## src/design/fllcs_pkg.sv

```systemverilog
// Constants for the fixed-frequency clock and start-up logic of the clock unit
// ----------------------------------------------------------------------------
// Behaviour
// - The divided reference clock leaves as the fixed-frequency clock.
// - Enable high only if output is four or more times the fixed clock.
// - In both engaged modes the fixed-frequency enable is always high.
// - Bypass enable: bus 00/ref>=010, 01/>=011, 10/>=100, 11/>=101.
// - After reset: engaged-internal mode, bus divider at divide by 2.
// - Lock follows within acquire time, once the reference is stable.
// - Hardware never loads trim; software writes it after power-on.
// - With external select set, oscillator-done rises after init cycles.
// ----------------------------------------------------------------------------
package fllcs_pkg;
    typedef enum logic [1:0] {
        FLLCS_ENG_INT,
        FLLCS_ENG_EXT,
        FLLCS_BYP_INT,
        FLLCS_BYP_EXT
    } fllcs_mode_e;

    localparam logic [1:0] BUS_DIV_RESET = 2'h1;
    localparam logic [7:0] COARSE_TRIM_RESET = 8'h80;
    localparam logic FINE_TRIM_RESET = 1'b0;
    localparam logic [2:0] REF_DIV_RESET = 3'h0;
    // Enable threshold: reference divider must be at least bus code + 2
    localparam logic [2:0] ENABLE_DIV_OFFSET = 3'h2;
    localparam int CLK_MHZ = 40;
    localparam int REF_STARTUP_US = 60;
    localparam int REF_STARTUP_CYC = REF_STARTUP_US * CLK_MHZ;
    localparam int ACQUIRE_MS = 1;
    localparam int ACQUIRE_CYC = ACQUIRE_MS * 1000 * CLK_MHZ;
    localparam int OSC_INIT_CYC = 4096;
endpackage : fllcs_pkg

```

## src/design/fllcs_ffclk_init.sv

```systemverilog
// Fixed-frequency clock, enable flag and start-up sequencing
`timescale 1ns/1ps
module fllcs_ffclk_init
    import fllcs_pkg::*;
#(
    parameter int STARTUP_CYC = REF_STARTUP_CYC,
    parameter int ACQ_CYC = ACQUIRE_CYC,
    parameter int OSC_CYC = OSC_INIT_CYC
) (
    input wire logic i_core_clk,            // Core clock
    input wire logic i_srst,                // Synchronous reset
    input wire logic i_ref_clk,             // Undivided reference clock level
    input wire logic i_mode_wr,             // First control register write
    input wire logic [1:0] i_mode,          // Requested clock mode
    input wire logic [1:0] i_bus_div,       // Requested bus divider code
    input wire logic [2:0] i_ref_div,       // Requested reference divider
    input wire logic i_ctl2_wr,             // Second control register write
    input wire logic i_ext_ref_sel,         // External reference select
    input wire logic i_low_power,           // Bypass low power bit
    input wire logic i_trim_wr,             // Trim register write
    input wire logic [7:0] i_coarse_trim,   // Coarse trim value
    input wire logic i_fine_trim,           // Fine trim bit
    output logic o_fixed_freq_clock,        // Divided reference clock
    output logic o_fixed_freq_enable,       // Fixed clock qualifier
    output logic [1:0] o_mode,              // Current clock mode
    output logic [1:0] o_bus_div,           // Current bus divider
    output logic [2:0] o_ref_div,           // Current reference divider
    output logic o_ext_ref_sel,             // External reference selected
    output logic o_low_power,               // Low power bit
    output logic o_osc_init_done,           // Oscillator initialised
    output logic o_ref_stable,              // Internal reference stable
    output logic o_fll_locked,              // FLL lock reached
    output logic [7:0] o_coarse_trim,       // Coarse trim register
    output logic o_fine_trim                // Fine trim bit
);
    // ------------------------------------------------------------------
    // Control registers
    // ------------------------------------------------------------------
    fllcs_mode_e mode;
    logic [31:0] st_cnt;
    logic [31:0] acq_cnt;
    logic [31:0] osc_cnt;
    logic [7:0] div_cnt;
    logic ref_q;
    logic ffclk;

    always_ff @(posedge i_core_clk) begin
        if (i_srst) begin
            mode <= FLLCS_ENG_INT;
            o_bus_div <= BUS_DIV_RESET;
            o_ref_div <= REF_DIV_RESET;
        end else if (i_mode_wr) begin
            mode <= fllcs_mode_e'(i_mode);
            o_bus_div <= i_bus_div;
            o_ref_div <= i_ref_div;
        end
    end

    always_ff @(posedge i_core_clk) begin
        if (i_srst) begin
            o_ext_ref_sel <= 1'b0;
            o_low_power <= 1'b0;
        end else if (i_ctl2_wr) begin
            o_ext_ref_sel <= i_ext_ref_sel;
            o_low_power <= i_low_power;
        end
    end

    // Trim holds its reset value until software copies it in; no autoload
    always_ff @(posedge i_core_clk) begin
        if (i_srst) begin
            o_coarse_trim <= COARSE_TRIM_RESET;
            o_fine_trim <= FINE_TRIM_RESET;
        end else if (i_trim_wr) begin
            o_coarse_trim <= i_coarse_trim;
            o_fine_trim <= i_fine_trim;
        end
    end

    // ------------------------------------------------------------------
    // Reference start-up, lock and oscillator init
    // ------------------------------------------------------------------
    wire st_done = (st_cnt >= 32'(STARTUP_CYC));
    wire acq_done = (acq_cnt >= 32'(ACQ_CYC));
    wire osc_done = (osc_cnt >= 32'(OSC_CYC));

    always_ff @(posedge i_core_clk) begin
        if (i_srst) begin
            st_cnt <= 32'h0;
            acq_cnt <= 32'h0;
        end else begin
            if (!st_done)
                st_cnt <= st_cnt + 32'h1;
            if (st_done && !acq_done)
                acq_cnt <= acq_cnt + 32'h1;
        end
    end

    // Deselecting the external reference restarts the oscillator count
    always_ff @(posedge i_core_clk) begin
        if (i_srst || !o_ext_ref_sel)
            osc_cnt <= 32'h0;
        else if (!osc_done)
            osc_cnt <= osc_cnt + 32'h1;
    end

    assign o_ref_stable = st_done;
    assign o_fll_locked = st_done && acq_done;
    assign o_osc_init_done = o_ext_ref_sel && osc_done;
    assign o_mode = mode;

    // ------------------------------------------------------------------
    // Fixed-frequency clock: reference divided by 2^(ref_div+1)
    // ------------------------------------------------------------------
    wire ref_rise = i_ref_clk && !ref_q;

    always_ff @(posedge i_core_clk) begin
        if (i_srst) begin
            ref_q <= 1'b0;
            div_cnt <= 8'h0;
            ffclk <= 1'b0;
        end else begin
            ref_q <= i_ref_clk;
            if (ref_rise)
                div_cnt <= div_cnt + 8'h1;
            ffclk <= div_cnt[o_ref_div];
        end
    end

    assign o_fixed_freq_clock = ffclk;

    // ------------------------------------------------------------------
    // Enable flag
    // ------------------------------------------------------------------
    // Threshold is bus code plus two, which keeps the output clock at four
    // or more times the fixed clock in every bypass setting
    function automatic logic ffe_bypass_ok(
        input logic [1:0] bus_div,
        input logic [2:0] ref_div
    );
        logic [2:0] ref_div_min;
        ref_div_min = {1'b0, bus_div} + ENABLE_DIV_OFFSET;
        return ref_div >= ref_div_min;
    endfunction : ffe_bypass_ok

    wire engaged = (mode == FLLCS_ENG_INT) || (mode == FLLCS_ENG_EXT);
    wire byp_ok = ffe_bypass_ok(o_bus_div, o_ref_div);

    assign o_fixed_freq_enable = engaged || byp_ok;

    // ------------------------------------------------------------------
    // Checks
    // ------------------------------------------------------------------
    property p_engaged_ffe;
        @(posedge i_core_clk) disable iff (i_srst)
        engaged |-> o_fixed_freq_enable;
    endproperty
    a_engaged_ffe: assert property (p_engaged_ffe)
        else $error("enable low in engaged mode");

    property p_bypass_ffe;
        @(posedge i_core_clk) disable iff (i_srst)
        !engaged |-> (o_fixed_freq_enable ==
            (o_ref_div >= 3'({1'b0, o_bus_div} + 3'h2)));
    endproperty
    a_bypass_ffe: assert property (p_bypass_ffe)
        else $error("bypass enable table wrong");

    property p_ffe_ratio;
        @(posedge i_core_clk) disable iff (i_srst)
        (!engaged && o_fixed_freq_enable) |->
            (o_ref_div > {1'b0, o_bus_div} + 3'h1);
    endproperty
    a_ffe_ratio: assert property (p_ffe_ratio)
        else $error("enable set below four times ratio");

    property p_reset_state;
        @(posedge i_core_clk)
        i_srst |=> (mode == FLLCS_ENG_INT && o_bus_div == 2'h1);
    endproperty
    a_reset_state: assert property (p_reset_state)
        else $error("reset mode or divider wrong");

    property p_lock_order;
        @(posedge i_core_clk) disable iff (i_srst)
        o_fll_locked |-> o_ref_stable;
    endproperty
    a_lock_order: assert property (p_lock_order)
        else $error("lock before reference stable");

    property p_trim_hold;
        @(posedge i_core_clk) disable iff (i_srst)
        !i_trim_wr |=> $stable(o_coarse_trim) && $stable(o_fine_trim);
    endproperty
    a_trim_hold: assert property (p_trim_hold)
        else $error("trim changed without write");

    property p_osc_init;
        @(posedge i_core_clk) disable iff (i_srst)
        o_osc_init_done |-> o_ext_ref_sel;
    endproperty
    a_osc_init: assert property (p_osc_init)
        else $error("oscillator done without select");

    property p_ffclk_follow;
        @(posedge i_core_clk) disable iff (i_srst)
        ##1 (o_fixed_freq_clock == $past(div_cnt[o_ref_div]));
    endproperty
    a_ffclk_follow: assert property (p_ffclk_follow)
        else $error("fixed clock not from divider");

    property p_mode_load;
        @(posedge i_core_clk) disable iff (i_srst)
        i_mode_wr |=> (o_mode == $past(i_mode)) &&
            (o_bus_div == $past(i_bus_div)) &&
            (o_ref_div == $past(i_ref_div));
    endproperty
    a_mode_load: assert property (p_mode_load)
        else $error("mode write not taken");

    property p_osc_restart;
        @(posedge i_core_clk) disable iff (i_srst)
        !o_ext_ref_sel |=> !o_osc_init_done;
    endproperty
    a_osc_restart: assert property (p_osc_restart)
        else $error("oscillator done without init cycles");

    property p_acq_after_stable;
        @(posedge i_core_clk) disable iff (i_srst)
        $rose(o_ref_stable) |-> !o_fll_locked;
    endproperty
    a_acq_after_stable: assert property (p_acq_after_stable)
        else $error("lock without acquire time");
endmodule : fllcs_ffclk_init

```

## config.mk

```make
export PLATFORM = sky130hd
export DESIGN_NAME = fllcs_ffclk_init
export DESIGN_NICKNAME = d
export VERILOG_FILES = /design/src/design/fllcs_pkg.sv /design/src/design/fllcs_ffclk_init.sv
export SDC_FILE = /design/constraint.sdc
export NUM_CORES = 1
export LEC_CHECK = 0
export BUFFER_PORTS_ARGS = -buffer_cell sky130_fd_sc_hd__buf_2
export CAP_MARGIN = 0
export CORE_ASPECT_RATIO = 2
export CORE_UTILIZATION = 31
export DETAILED_ROUTE_END_ITERATION = 10
export PLACE_DENSITY = 0.57
export SYNTH_ARGS = -nofsm -noshare
export SYNTH_HDL_FRONTEND = slang
export SYNTH_SLANG_ARGS = --single-unit
```

## constraint.sdc

```tcl
create_clock -name i_core_clk -period 2.9 [get_ports i_core_clk]
set_clock_uncertainty 0.2 [all_clocks]
set_input_delay 0.29 -clock i_core_clk [delete_from_list [all_inputs] [get_ports i_core_clk]]
set_output_delay 0.29 -clock i_core_clk [all_outputs]
set_load 0.05 [all_outputs]
```

==> impl_summary.md <==
Yosys
Of the synthesized area, sequential elements account for 0.509. When the netlist entered floorplanning its net count stood at 532. The post-synthesis sequential element count is 124.

Yosys mapped a number of flops with a built-in enable equal to 0. In this run, distinct cell masters in the synthesized netlist total 47. The post-synthesis async set-or-reset flop share is 0. In the synthesized netlist, the number of instances is 498. The mean instance size in the synthesized netlist is 9.79 µm². The prevailing post-synth register cell is sky130_fd_sc_hd__dfxtp_1. The Yosys warning count is 0. In this run the cell area of the synthesized design comes to 0.00487 mm².

Place
The post-place instance area is 0.00531 mm². The sum of net half-perimeters after detailed placement is 6.50 mm. OpenSTA, run right after detailed placement, puts the worst setup slack at 0.480 ns. At the end of routability-driven placement, the weighted congestion stood at 0.761. The number of I/O port buffers is 46.

Worst setup path
STA puts the critical path data required time at 2.41 ns. The signal on the critical path passes through nand4b_1 > or4_1 > nand3_4 > nor2b_1 > buf_2. Setup slack on the worst reg-to-reg path comes out at 0.51 ns. The worst setup path is launched from a flip-flop. The critical path endpoint category is an output port. The startpoint identified for the worst register-to-register timing path is acq_cnt[17].

The number of cells on the worst reg-to-reg path is 5. The biggest cell delay along the critical path is 0.56 ns. The worst setup path is of the flip-flop to output port kind. Among all stages on the critical path, the largest delay is contributed by sky130_fd_sc_hd__or4_1. The critical-path maximum fanout is 26. STA puts the critical path data arrival time at 2.20 ns. The end of the worst register-to-register path is acq_cnt[5].

GRT
The overall track demand over capacity in global routing is 0.129. After global routing the overflow that remains totals 0. The initial antenna violation count was 0. The first global-routing pass estimated 16.6 mm of wire.

The number of global-route vias before repair is 3691. The maximum number of pins on one net before global-route repair is 41.

Die
The horizontal die dimension is 90.7 µm. The floorplan step defined a die boundary enclosing 0.0163 mm². The starting density of the core is 0.319. The floorplan step defined a core boundary enclosing 0.0153 mm². In this run the vertical extent of the chip is 179 µm. In this run the core area contains 64 standard-cell rows. The total I/O pin count is 47.

Power and ir drop
The switching part of the total is 0.211. The part of the total power dissipated in combinational logic is 0.050. The reported net switching power is 0.000862 W.

The share of total power dissipated in the clock network is 0.522. In this run the power density over the cells is 667 mW/mm². The maximum VDD drop is 0.355 mV. The design draws 0.00409 W. The internal power summed over all cells is 0.00323 W. For this design the static power due to leakage is 2.47 nW. The share of total power dissipated in sequential elements is 0.427.

Clock tree
For the worst-skew pair, the clock arrives at the later sink with an insertion delay of 0.41 ns. CTS placed an instance of sky130_fd_sc_hd__clkbuf_16 at the clock tree root. Counting every sink on the clock net gives 124. The buffer levels on the longest clock path is 2. The number of CTS-inserted buffers is 17. The total number of H-tree levels is 4. TritonCTS built the clock tree. The CTS clock-pin slew for the worst setup and hold paths is 0.05 ns.

STA
For the finished layout, the period the worst path requires is 2.69 ns. The tightest hold path in the finished design has a slack of 0.0850 ns. The count of final hold-check violations is 0. Setup slack on the critical path of the routed design comes to 0.206 ns. At the pin with the least slew margin, the transition time is 1.04 ns. The worst pin sits at a relative slew slack of 0.304. The maximum clock frequency is 371 MHz. The max-slew violation total from the final report is 0. The part of the cycle the worst path needs is 0.929. The final setup violation count is 0. Setup repair after global routing left no endpoint under its margin.

The total negative slack is 0 ns.

Drt
Dividing the detail-routed via count by the number of cells gives 4.74. For this run, design rule violations remaining after detail routing come to 0. For this run, the detailed router's first-pass iteration total came to 4. The starting DRC count in detailed routing is 133. The detail route stage leaves a number of antenna-violating nets equal to 0. The detailed-route wire length is 9.83 mm.

Detailed routing inserted a total of 3684 vias. Dividing the detail-routed wire length by the instance count gives 12.6 µm.

Run status
The flow ran to the end, and the final reports show no timing, DRC or antenna violations.

Final layout
The finished cells cover 0.00614 mm². The layout net count is 603. The share of layout cells above drive strength 1 is 0.174.

The area growth from synthesis to layout is 26.0%. The number of diodes is 0.

Worst hold path
The startpoint identified for the worst hold timing path is i_mode_wr. The path with the worst hold slack has its endpoint at o_bus_div[0]. Along the worst hold path, the cell count comes to 2. The type of the worst min-delay path is input port to flip-flop.

Job
Across the run, the number of max-cap violations was 0.
[stage by stage]
step / std cells / util
final: 778 / 0.401
after global routing: 778 / 0.401
after CTS: 776 / 0.400
after detailed placement: 725 / 0.347
after global placement: 725 / 0.347
after floorplan: 498 / -
[worst max path at each step]
stage / startpoint / endpoint / slack, ns / cells past startpoint
floorplan: acq_cnt[13] / o_fll_locked / 0.24 / 6
global placement: st_cnt[22] / o_fll_locked / 0.51 / 6
detailed placement: acq_cnt[17] / acq_cnt[5] / 0.48 / 5
CTS: st_cnt[22] / o_fll_locked / 0.06 / 6
global route: acq_cnt[13] / o_fll_locked / 0.07 / 5
finish: acq_cnt[13] / o_fll_locked / 0.21 / 5
[layout make-up]
| type | count | area [µm²] |
|---|---|---|
| clock buffers | 22 | 484 |
| clock inverters | 8 | 115 |
| fillers | 1463 | 9160 |
| inverters | 18 | 67.6 |
| multi-input cells | 334 | 2240 |
| flip-flops and latches | 124 | 2480 |
| well taps | 198 | 248 |
| repair buffers | 74 | 505 |
[worst max-delay path, delay by kind of cell, from the launching register on]
family / cells / cell delay [ns]
simple gates: 4 / 1.17
flops: 1 / 0.36
buf+inv: 1 / 0.26
[cell usage in the layout (no fill, tap or decap), types with 2 or more instances in the layout]
master	count
sky130_fd_sc_hd__nor4_1	18
sky130_fd_sc_hd__nor2b_1	48
sky130_fd_sc_hd__buf_4	6
sky130_fd_sc_hd__nor2_1	49
sky130_fd_sc_hd__and2_1	22
sky130_fd_sc_hd__o21ba_2	2
sky130_fd_sc_hd__nor3_1	3
sky130_fd_sc_hd__mux2_2	5
sky130_fd_sc_hd__nand3b_1	3
sky130_fd_sc_hd__buf_2	46
sky130_fd_sc_hd__clkbuf_16	17
sky130_fd_sc_hd__dfxtp_1	124
sky130_fd_sc_hd__nand3_1	15
sky130_fd_sc_hd__a21oi_1	22
sky130_fd_sc_hd__o21ai_0	7
sky130_fd_sc_hd__mux4_2	2
sky130_fd_sc_hd__clkbuf_8	4
sky130_fd_sc_hd__bufinv_16	3
sky130_fd_sc_hd__ha_1	10
sky130_fd_sc_hd__mux2i_1	20
sky130_fd_sc_hd__nand2_1	18
sky130_fd_sc_hd__xor2_1	6
sky130_fd_sc_hd__or4_1	11
sky130_fd_sc_hd__nand2b_1	3
sky130_fd_sc_hd__o31ai_1	9
sky130_fd_sc_hd__a31oi_1	2
sky130_fd_sc_hd__a211o_1	3
sky130_fd_sc_hd__dlygate4sd3_1	21
sky130_fd_sc_hd__xnor2_1	10
sky130_fd_sc_hd__and4_1	4
sky130_fd_sc_hd__inv_1	18
sky130_fd_sc_hd__nand4_1	6
sky130_fd_sc_hd__or3_1	5
sky130_fd_sc_hd__clkinv_2	5
sky130_fd_sc_hd__and3_1	12
sky130_fd_sc_hd__nor4b_1	3
sky130_fd_sc_hd__a31o_2	3
[timing repair]
item	4_1_cts	5_1_grt
setup buffers	0	2
hold buffers	21	0
endpoints found under the setup margin	0	2
endpoints found under the hold margin	19	0
gates resized for setup	0	0
[state kept, by name, summed over array words and instances, names as in the netlist, 2 cells and up]
name	count
st_cnt	32
o_coarse_trim	8
acq_cnt	32
o_bus_div	2
o_mode	2
o_ref_div	3
div_cnt	8
osc_cnt	32
[layer usage]
layer  global-route usage  share of wire  vias up  routed length (µm)
li1                     -              -     1868                   -
met4               0.0894          0.037        0                 368
met1                0.129           0.41     1725                4060
met5                    0              0        -                   0
met3               0.0335          0.027       32                 262
met2                0.231           0.52       59                5150
[cells by family (layout without fill, tap and decap cells)]
group                    Yosys count  count (layout)  share of synthesized area
AO/OA/AOI/OAI                     56              56                     0.0788
XOR/XNOR                          16              16                     0.0288
adder cells (fa/ha/maj)           10              10                     0.0257
buffers and inverters             40             122                     0.0334
flip-flops                       124             124                      0.509
multiplexers                      27              27                     0.0619
AND/OR/NAND/NOR                  225             225                      0.262
[synth_stat cells, types with 11 or more instances]
cell type | n | area (µm²)
sky130_fd_sc_hd__or4_1 | 11 | 82.6
sky130_fd_sc_hd__nand2_1 | 18 | 67.6
sky130_fd_sc_hd__clkbuf_1 | 15 | 56.3
sky130_fd_sc_hd__and2_1 | 22 | 138
sky130_fd_sc_hd__mux2i_1 | 20 | 200
sky130_fd_sc_hd__and3_1 | 12 | 75.1
sky130_fd_sc_hd__dfxtp_1 | 124 | 2480
sky130_fd_sc_hd__a21oi_1 | 22 | 110
sky130_fd_sc_hd__nor2_1 | 49 | 184
sky130_fd_sc_hd__nand3_1 | 15 | 75.1
sky130_fd_sc_hd__nor4_1 | 18 | 113
sky130_fd_sc_hd__inv_1 | 18 | 67.6
sky130_fd_sc_hd__nor2b_1 | 48 | 300
[power by group through the flow]
stage               clock network [W]  registers (W)  logic (W)
floorplan                           0        0.00184  0.0000805
global placement                    0        0.00178   0.000179
detailed placement                  0        0.00179   0.000184
CTS                           0.00220        0.00175   0.000208
global route                  0.00227        0.00175   0.000224
finish                        0.00214        0.00175   0.000206
Power figures use the tool's default switching activity.
